File: src/hdl/cbo_pkg.sv
package cbo_pkg;

   // buffer count and bus geometry
   localparam int          NBUF      = 32;
   localparam int          HALF_W    = 16;
   localparam int          ADDR_W    = 8;
   localparam int          NPAIR     = NBUF / 2;

   // register byte offsets
   localparam logic [7:0]  OFS_OVF_LO   = 8'h00;
   localparam logic [7:0]  OFS_OVF_HI   = 8'h04;
   localparam logic [7:0]  OFS_FUL_LO   = 8'h08;
   localparam logic [7:0]  OFS_FUL_HI   = 8'h0c;
   localparam logic [7:0]  OFS_TXC_BASE = 8'h10;
   localparam logic [7:0]  OFS_TXC_END  = 8'h50;
   localparam logic [7:0]  OFS_INT_STAT = 8'h50;
   localparam logic [7:0]  OFS_INT_MASK = 8'h54;

   // control byte fields
   localparam int          BIT_DIR   = 7;
   localparam int          BIT_ABT   = 6;
   localparam int          BIT_ARB   = 5;
   localparam int          BIT_ERR   = 4;
   localparam int          BIT_REQ   = 3;
   localparam int          BIT_RTR   = 2;
   localparam int          PRI_HI    = 1;
   localparam int          PRI_LO    = 0;
   localparam int          PRI_W     = 2;
   localparam logic [7:0]  CTRL_RESET = 8'h00;

   // interrupt status layout
   localparam int          INT_W     = 3;
   localparam int          INT_OVF   = 0;
   localparam int          INT_DONE  = 1;
   localparam int          INT_ERR   = 2;

   // reset values
   localparam logic [31:0] FLAGS_RESET = 32'h0000_0000;
   localparam logic [2:0]  INT_RESET   = 3'h0;
   localparam logic [31:0] RDATA_RESET = 32'h0000_0000;

endpackage : cbo_pkg

File: src/hdl/cbo_ctrl_byte.sv
`timescale 1ns/1ns
module cbo_ctrl_byte (
   // clock and reset
   input  wire logic       mclk,
   input  wire logic       rst,
   // software write
   input  wire logic       wr_en,
   input  wire logic [7:0] wdata,
   // frame engine events for this buffer
   input  wire logic       done,
   input  wire logic       abort,
   input  wire logic       lost_arb,
   input  wire logic       fault,
   // control byte
   output logic      [7:0] ctrl_byte
);

   logic [7:0] ctrl_r;
   logic [7:0] ctrl_nxt;

   always_comb begin
      ctrl_nxt = ctrl_r;
      // hardware clears first so a software set in the same cycle survives
      if (done || abort) begin
         ctrl_nxt[cbo_pkg::BIT_REQ] = 1'b0;
      end
      if (wr_en) begin
         ctrl_nxt[cbo_pkg::BIT_DIR] = wdata[cbo_pkg::BIT_DIR];
         ctrl_nxt[cbo_pkg::BIT_RTR] = wdata[cbo_pkg::BIT_RTR];
         ctrl_nxt[cbo_pkg::PRI_HI:cbo_pkg::PRI_LO] =
            wdata[cbo_pkg::PRI_HI:cbo_pkg::PRI_LO];
         if (wdata[cbo_pkg::BIT_REQ]) begin
            ctrl_nxt[cbo_pkg::BIT_REQ] = 1'b1;
            // a fresh request starts with clean outcome flags
            ctrl_nxt[cbo_pkg::BIT_ABT] = 1'b0;
            ctrl_nxt[cbo_pkg::BIT_ARB] = 1'b0;
            ctrl_nxt[cbo_pkg::BIT_ERR] = 1'b0;
         end else begin
            ctrl_nxt[cbo_pkg::BIT_REQ] = 1'b0;
         end
      end
      if (done) begin
         ctrl_nxt[cbo_pkg::BIT_ABT] = 1'b0;
      end
      if (abort) begin
         ctrl_nxt[cbo_pkg::BIT_ABT] = 1'b1;
      end
      if (lost_arb) begin
         ctrl_nxt[cbo_pkg::BIT_ARB] = 1'b1;
      end
      if (fault) begin
         ctrl_nxt[cbo_pkg::BIT_ERR] = 1'b1;
      end
   end

   always_ff @(posedge mclk or posedge rst) begin
      if (rst) begin
         ctrl_r <= cbo_pkg::CTRL_RESET;
      end else begin
         ctrl_r <= ctrl_nxt;
      end
   end

   assign ctrl_byte = ctrl_r;

endmodule : cbo_ctrl_byte

File: src/hdl/cbo_buf_status.sv
`timescale 1ns/1ns
module cbo_buf_status (
   // clock and reset
   input  wire logic                          mclk,
   input  wire logic                          rst,
   // apb slave
   input  wire logic                          psel,
   input  wire logic                          penable,
   input  wire logic                          pwrite,
   input  wire logic [cbo_pkg::ADDR_W-1:0]    paddr,
   input  wire logic [31:0]                   pwdata,
   input  wire logic [3:0]                    pstrb,
   output logic      [31:0]                   prdata,
   output logic                               pready,
   output logic                               pslverr,
   // receive side of the frame engine
   input  wire logic                          rx_store,
   input  wire logic [4:0]                    rx_index,
   // transmit side of the frame engine
   input  wire logic                          tx_done,
   input  wire logic                          tx_abort,
   input  wire logic                          tx_lost_arb,
   input  wire logic                          tx_fault,
   input  wire logic [4:0]                    tx_index,
   // buffer state toward the frame engine
   output logic      [cbo_pkg::NBUF-1:0]      rx_buffer_occupied,
   output logic      [cbo_pkg::NBUF-1:0]      send_request,
   output logic      [cbo_pkg::NBUF-1:0]      buffer_direction_select,
   output logic      [cbo_pkg::NBUF-1:0]      auto_remote_reply_enable,
   output logic      [2*cbo_pkg::NBUF-1:0]    send_priority,
   // interrupt
   output logic                               irq
);

   ////////////////////////////////////////////////////////////////////////////
   // decode helpers

   function automatic logic [cbo_pkg::NBUF-1:0] one_hot(input logic [4:0] idx);
      one_hot = '0;
      one_hot[idx] = 1'b1;
   endfunction : one_hot

   function automatic logic reg_hit(input logic [cbo_pkg::ADDR_W-1:0] a,
                                    input logic [cbo_pkg::ADDR_W-1:0] ofs);
      reg_hit = (a == ofs);
   endfunction : reg_hit

   ////////////////////////////////////////////////////////////////////////////
   // state

   logic [cbo_pkg::NBUF-1:0]  ovf_r;
   logic [cbo_pkg::NBUF-1:0]  ovf_nxt;
   logic [cbo_pkg::NBUF-1:0]  ful_r;
   logic [cbo_pkg::NBUF-1:0]  ful_nxt;
   logic [cbo_pkg::INT_W-1:0] int_stat_r;
   logic [cbo_pkg::INT_W-1:0] int_stat_nxt;
   logic [cbo_pkg::INT_W-1:0] int_mask_r;
   logic [cbo_pkg::INT_W-1:0] int_mask_nxt;
   logic [31:0]               rdata_r;
   logic [31:0]               rdata_nxt;
   logic                      slverr_r;
   logic                      slverr_nxt;

   logic [7:0]                ctrl_w [cbo_pkg::NBUF];
   logic [cbo_pkg::NBUF-1:0]  ctrl_wr;
   logic                      setup;
   logic                      wr_acc;
   logic                      rd_acc;
   logic                      txc_hit;
   logic [3:0]                pair_idx;
   logic [cbo_pkg::ADDR_W-1:0] txc_ofs;
   logic [cbo_pkg::NBUF-1:0]  store_hot;
   logic [cbo_pkg::NBUF-1:0]  tx_hot;
   logic [cbo_pkg::NBUF-1:0]  ovf_set;
   logic                      addr_ok;

   assign setup    = psel && !penable;
   assign wr_acc   = psel && penable && pwrite;
   assign rd_acc   = psel && penable && !pwrite;
   assign txc_hit  = (paddr >= cbo_pkg::OFS_TXC_BASE) && (paddr < cbo_pkg::OFS_TXC_END)
                     && (paddr[1:0] == 2'h0);
   assign txc_ofs  = paddr - cbo_pkg::OFS_TXC_BASE;
   assign pair_idx = txc_ofs[5:2];
   assign store_hot = rx_store ? one_hot(rx_index) : '0;
   assign tx_hot    = one_hot(tx_index);
   assign ovf_set   = store_hot & ful_r;
   assign addr_ok   = reg_hit(paddr, cbo_pkg::OFS_OVF_LO) || reg_hit(paddr, cbo_pkg::OFS_OVF_HI)
                   || reg_hit(paddr, cbo_pkg::OFS_FUL_LO) || reg_hit(paddr, cbo_pkg::OFS_FUL_HI)
                   || reg_hit(paddr, cbo_pkg::OFS_INT_STAT)
                   || reg_hit(paddr, cbo_pkg::OFS_INT_MASK) || txc_hit;

   ////////////////////////////////////////////////////////////////////////////
   // per-buffer control bytes, two to a register word

   for (genvar b = 0; b < cbo_pkg::NBUF; b++) begin : g_buf
      assign ctrl_wr[b] = wr_acc && txc_hit && (pair_idx == 4'(b / 2)) && pstrb[b % 2];
      cbo_ctrl_byte u_ctrl (
         .mclk      (mclk),
         .rst       (rst),
         .wr_en     (ctrl_wr[b]),
         .wdata     (pwdata[8*(b%2) +: 8]),
         .done      (tx_done && tx_hot[b]),
         .abort     (tx_abort && tx_hot[b]),
         .lost_arb  (tx_lost_arb && tx_hot[b]),
         .fault     (tx_fault && tx_hot[b]),
         .ctrl_byte (ctrl_w[b])
      );
      assign send_request[b]             = ctrl_w[b][cbo_pkg::BIT_REQ];
      assign buffer_direction_select[b]  = ctrl_w[b][cbo_pkg::BIT_DIR];
      assign auto_remote_reply_enable[b] = ctrl_w[b][cbo_pkg::BIT_RTR];
      assign send_priority[2*b +: 2]     = ctrl_w[b][cbo_pkg::PRI_HI:cbo_pkg::PRI_LO];
   end

   ////////////////////////////////////////////////////////////////////////////
   // flag, interrupt and bus next state

   always_comb begin
      ovf_nxt      = ovf_r;
      ful_nxt      = ful_r;
      int_stat_nxt = int_stat_r;
      int_mask_nxt = int_mask_r;
      rdata_nxt    = rdata_r;
      slverr_nxt   = slverr_r;

      // software clears: a zero written in a bit clears it, a one leaves it
      if (wr_acc && pstrb[0] && pstrb[1]) begin
         if (reg_hit(paddr, cbo_pkg::OFS_OVF_LO)) begin
            ovf_nxt[15:0] = ovf_r[15:0] & pwdata[15:0];
         end
         if (reg_hit(paddr, cbo_pkg::OFS_OVF_HI)) begin
            ovf_nxt[31:16] = ovf_r[31:16] & pwdata[15:0];
         end
         if (reg_hit(paddr, cbo_pkg::OFS_FUL_LO)) begin
            ful_nxt[15:0] = ful_r[15:0] & pwdata[15:0];
         end
         if (reg_hit(paddr, cbo_pkg::OFS_FUL_HI)) begin
            ful_nxt[31:16] = ful_r[31:16] & pwdata[15:0];
         end
      end
      if (wr_acc && pstrb[0] && reg_hit(paddr, cbo_pkg::OFS_INT_MASK)) begin
         int_mask_nxt = pwdata[cbo_pkg::INT_W-1:0];
      end
      // clear only the bits the setup snapshot returned, so an event that lands
      // between the snapshot and the access edge is not lost unseen
      if (rd_acc && reg_hit(paddr, cbo_pkg::OFS_INT_STAT)) begin
         int_stat_nxt = int_stat_r & ~rdata_r[cbo_pkg::INT_W-1:0];
      end

      // hardware sets applied last so an event never loses to a clear
      ovf_nxt = ovf_nxt | ovf_set;
      ful_nxt = ful_nxt | store_hot;
      if (|ovf_set) begin
         int_stat_nxt[cbo_pkg::INT_OVF] = 1'b1;
      end
      if (tx_done) begin
         int_stat_nxt[cbo_pkg::INT_DONE] = 1'b1;
      end
      if (tx_fault || tx_abort) begin
         int_stat_nxt[cbo_pkg::INT_ERR] = 1'b1;
      end

      // read data is captured in the setup cycle so it leaves a flop
      if (setup) begin
         slverr_nxt = !addr_ok;
         rdata_nxt  = cbo_pkg::RDATA_RESET;
         if (!pwrite) begin
            if (reg_hit(paddr, cbo_pkg::OFS_OVF_LO)) begin
               rdata_nxt[15:0] = ovf_r[15:0];
            end
            if (reg_hit(paddr, cbo_pkg::OFS_OVF_HI)) begin
               rdata_nxt[15:0] = ovf_r[31:16];
            end
            if (reg_hit(paddr, cbo_pkg::OFS_FUL_LO)) begin
               rdata_nxt[15:0] = ful_r[15:0];
            end
            if (reg_hit(paddr, cbo_pkg::OFS_FUL_HI)) begin
               rdata_nxt[15:0] = ful_r[31:16];
            end
            if (reg_hit(paddr, cbo_pkg::OFS_INT_STAT)) begin
               rdata_nxt[cbo_pkg::INT_W-1:0] = int_stat_r;
            end
            if (reg_hit(paddr, cbo_pkg::OFS_INT_MASK)) begin
               rdata_nxt[cbo_pkg::INT_W-1:0] = int_mask_r;
            end
            if (txc_hit) begin
               rdata_nxt[15:0] = {ctrl_w[{pair_idx, 1'b1}], ctrl_w[{pair_idx, 1'b0}]};
            end
         end
      end
   end

   always_ff @(posedge mclk or posedge rst) begin
      if (rst) begin
         ovf_r      <= cbo_pkg::FLAGS_RESET;
         ful_r      <= cbo_pkg::FLAGS_RESET;
         int_stat_r <= cbo_pkg::INT_RESET;
         int_mask_r <= cbo_pkg::INT_RESET;
         rdata_r    <= cbo_pkg::RDATA_RESET;
         slverr_r   <= 1'b0;
      end else begin
         ovf_r      <= ovf_nxt;
         ful_r      <= ful_nxt;
         int_stat_r <= int_stat_nxt;
         int_mask_r <= int_mask_nxt;
         rdata_r    <= rdata_nxt;
         slverr_r   <= slverr_nxt;
      end
   end

   ////////////////////////////////////////////////////////////////////////////
   // outputs

   // zero wait states: the access phase always completes in one cycle
   assign pready             = 1'b1;
   assign prdata             = rdata_r;
   assign pslverr            = slverr_r && psel && penable;
   assign rx_buffer_occupied = ful_r;
   assign irq                = |(int_stat_r & int_mask_r);

endmodule : cbo_buf_status

File: config.mk
export PLATFORM = sky130hd
export DESIGN_NAME = cbo_buf_status
export DESIGN_NICKNAME = d
export VERILOG_FILES = /design/src/hdl/cbo_pkg.sv /design/src/hdl/cbo_ctrl_byte.sv /design/src/hdl/cbo_buf_status.sv
export SDC_FILE = /design/constraint.sdc
export NUM_CORES = 1
export LEC_CHECK = 0
export ABC_AREA = 1
export BUFFER_PORTS_ARGS = -buffer_cell sky130_fd_sc_hd__buf_2
export CAP_MARGIN = 0
export CORE_MARGIN = 5
export CORE_UTILIZATION = 45
export CTS_CLUSTER_DIAMETER = 100
export DETAILED_ROUTE_END_ITERATION = 8
export PLACE_DENSITY = 0.76
export SLEW_MARGIN = 20
export SYNTH_ARGS = -nofsm -noshare
export SYNTH_HDL_FRONTEND = slang
export SYNTH_HIERARCHICAL = 1
export SYNTH_SLANG_ARGS = --single-unit
File: constraint.sdc
create_clock -name mclk -period 4 [get_ports mclk]
set_clock_uncertainty 0.1 [all_clocks]
set_input_delay 0 -clock mclk [delete_from_list [all_inputs] [get_ports mclk]]
set_output_delay 0 -clock mclk [all_outputs]
set_load 0.01 [all_outputs]
==> flow_metrics.env <==
export IMPL_ys_flop_type="dfrtp_1"
export IMPL_synth_area_per_cell_um2=7.08
export IMPL_setup_violations_final=0
export IMPL_antenna_found_initial=0
export IMPL_synthCells=2646
export IMPL_wirelength_mm=64.9
export IMPL_fmax_mhz=322
export IMPL_fp_dieH_um=214
export IMPL_hold_path_end="g_buf[30].u_ctrl/ctrl_byte[3]"
export IMPL_seq_area_frac_synth=0.458
export IMPL_avgRoutedWirePerCell_um=18.5
export IMPL_holdPathStages=3
export IMPL_cp_end_kind="flip-flop"
export IMPL_drcViolationCount=0
export IMPL_cp_max_fo=5
export IMPL_path_delay_family="buffers and inverters"
export IMPL_worstHoldStart="pwdata[3]"
export IMPL_cp_arrival_ps=3520
export IMPL_die_area_mm2=0.0458
export IMPL_worst_pin_slew_ps=1030
export IMPL_clock_latency_ps=570
export IMPL_clk_pin_slew_ps=60
export IMPL_hpwl_mm=45.7
export IMPL_drtPass1Iterations=6
export IMPL_reg2reg_to="prdata[8]"
export IMPL_vias_per_cell=5.28
export IMPL_clockBufferDepth=3
export IMPL_critical_path_buf_inv_count=7
export IMPL_synth_edff_count=0
export IMPL_p_leak_nw=11.7
export IMPL_setup_tns_ps=0
export IMPL_synth_area_mm2=0.0187
export IMPL_drtIter0Drc=1811
export IMPL_cts_tree="done"
export IMPL_post_route_period_util=0.776
export IMPL_whs_ps=28.7
export IMPL_ys_ff_latch=343
export IMPL_drive_gt1_frac=0.153
export IMPL_hold_viol=0
export IMPL_overflow=0
export IMPL_port_buffers=255
export IMPL_synth_top_cell_area_share=0.458
export IMPL_slowest_delay_ps=670
export IMPL_cp_common_cell="dlygate4sd3_1"
export IMPL_vias=18574
export IMPL_clock_sinks=343
export IMPL_area_growth_pct=18.8
export IMPL_ys_top_cells_by_count="nand2_1, nor2_1, inv_1"
export IMPL_synth_area_leaders="dfrtp_1, nand2_1, nor2_1"
export IMPL_gp_congestion=0.959
export IMPL_cts_resized=0
export IMPL_post_route_util=0.542
export IMPL_htree_levels=2
export IMPL_startpoint_type="input pin"
export IMPL_status="finished, final reports clean"
export IMPL_crit_required_ps=4410
export IMPL_antenna_cells=0
export IMPL_yosysWarnings=6
export IMPL_cts_hold_fix_buffers=60
export IMPL_yosysMostFrequentCell="nand2_1"
export IMPL_period_minus_slack_ps=3100
export IMPL_io_pins=291
export IMPL_synth_top_area_cell="dfrtp_1"
export IMPL_root_buffer="clkbuf_16"
export IMPL_start_util=0.456
export IMPL_rr_worst_depth=8
export IMPL_track_usage=0.275
export IMPL_cp_depth=11
export IMPL_post_cts_buffers=0
export IMPL_reg2reg_slack_ps=2440
export IMPL_crit_path_top_delay_cell="dlygate4sd3_1"
export IMPL_hp_class="input pin to flip-flop"
export IMPL_async_reset_ff_frac=1.00
export IMPL_max_cap_violations=0
export IMPL_peakVddDrop_uv=262
export IMPL_crit_chain="dlygate4sd3_1, buf_2, inv_1, nor3_1, dlygate4sd3_1, nand2_1, dlygate4sd3_1, nor2_1, dlygate4sd3_1, inv_1, nand2_1"
export IMPL_grt_pass1_vias=18503
export IMPL_r2r_start="g_buf[19].u_ctrl/ctrl_byte[0]"
export IMPL_path_class="input pin to flip-flop"
export IMPL_max_slew_margin_rel=0.311
export IMPL_slew_viol_final=0
export IMPL_rows=74
export IMPL_power_density_mw_per_mm2=425
export IMPL_grt_first_pass_wirelength_mm=102
export IMPL_synth_cell_types=30
export IMPL_core_mm2=0.0410
export IMPL_nNetsFinal=3026
export IMPL_grt_max_degree=68
export IMPL_cts_made_buffers=40
export IMPL_chipWidth_um=214
export IMPL_ant_nets=0
export IMPL_rsz0062_at_grt="no"
==> how the worst max path moves through the flow <==
| stage | start | end | slack, ps |
|---|---|---|---|
| 5_1_grt | tx_index[4] | g_buf[24].u_ctrl/ctrl_byte[5] | 790 |
| 3_5_place_dp | paddr[4] | prdata[12] | 1020 |
| 6_report | tx_index[4] | g_buf[24].u_ctrl/ctrl_byte[5] | 900 |
| 4_1_cts | tx_index[4] | g_buf[24].u_ctrl/ctrl_byte[5] | 1040 |
| 3_3_place_gp | paddr[4] | prdata[12] | 1120 |
| 2_1_floorplan | rst | int_mask_r[0] | 1650 |
==> kinds of logic after synthesis <==
group                    share of synthesized area
AO/OA/AOI/OAI                               0.0706
other                                     0.000401
AND/OR/NAND/NOR                              0.341
buffers and inverters                        0.126
flip-flops                                   0.458
adder cells (fa/ha/maj)                    0.00334
==> state kept, by name, summed over array words and instances, names as in the netlist <==
name,flops
prdata,16
slverr_r,1
rx_buffer_occupied,32
int_mask_r,3
g_buf.u_ctrl/ctrl_byte,256
ovf_r,32
int_stat_r,3
==> per-stage QoR <==
stage | worst slack, ps | total power [W] | std cells | cell area [um^2]
after global routing | 794 | 0.00985 | 3516 | 22200
after detailed placement | 1020 | 0.00574 | 3387 | 20300
final | 896 | 0.00945 | 3516 | 22200
after global placement | 1120 | 0.00566 | 3387 | 20300
after floorplan | 1650 | 0.00509 | 2661 | 18800
after CTS | 1040 | 0.00947 | 3516 | 22200
==> placed cells by master, fill, tap and decap left out <==
cell type and instances:
nand2_4 33, nor4_4 1, inv_6 2, nand4_1 6, conb_1 17, inv_8 1
nor2_1 535, ha_1 5, nor3_2 5, or2_0 1, buf_12 1, inv_1 407
nor3_4 1, clkinv_2 11, clkbuf_16 41, o21ai_1 23, inv_2 4, a21oi_1 3
bufinv_16 3, nor2_2 35, buf_2 255, o211ai_1 8, clkinv_1 4, nand2_2 5
o22a_1 5, nand2_1 651, or2_2 1, nand3_1 186, o21bai_1 1, clkbuf_1 6
dlygate4sd3_1 60, nor3_1 49, clkbuf_8 6, buf_4 53, o21ai_0 216, dfrtp_1 343
==> power by group <==
part	leakage [nW]	total (W)	internal [W]	switching [W]
Sequential	3.75	0.00429	0.00393	0.000360
Combinational	7.30	0.00148	0.000507	0.000972
Clock	0.652	0.00368	0.00218	0.00150
Total	11.7	0.00945	0.00662	0.00283
==> worst register-to-register path, cell delays in order (launching register included) <==
cell,delay (ps)
dfrtp_1,410
nor2_1,150
nor2_1,90
nand3_1,120
nand3_1,160
nand2_1,120
nand2_1,70
nand2_1,150
nand2_1,70
==> metal layers <==
metal | routed length (um) | track usage
met5 | 0 | 0
met4 | 3750 | 0.148
met3 | 5850 | 0.0528
met2 | 29700 | 0.443
met1 | 25600 | 0.354
==> area by class of cell <==
class | instances | area (um^2)
Multi-Input combinational cell | 1787 | 7840
Sequential cell | 343 | 8580
Clock buffer | 53 | 1130
Timing Repair Buffer | 369 | 2290
Tap cell | 532 | 666
Inverter | 416 | 1560
Fill cell | 3874 | 18800
Clock inverter | 16 | 169
Note: power is estimated with default switching activity, not from simulation.
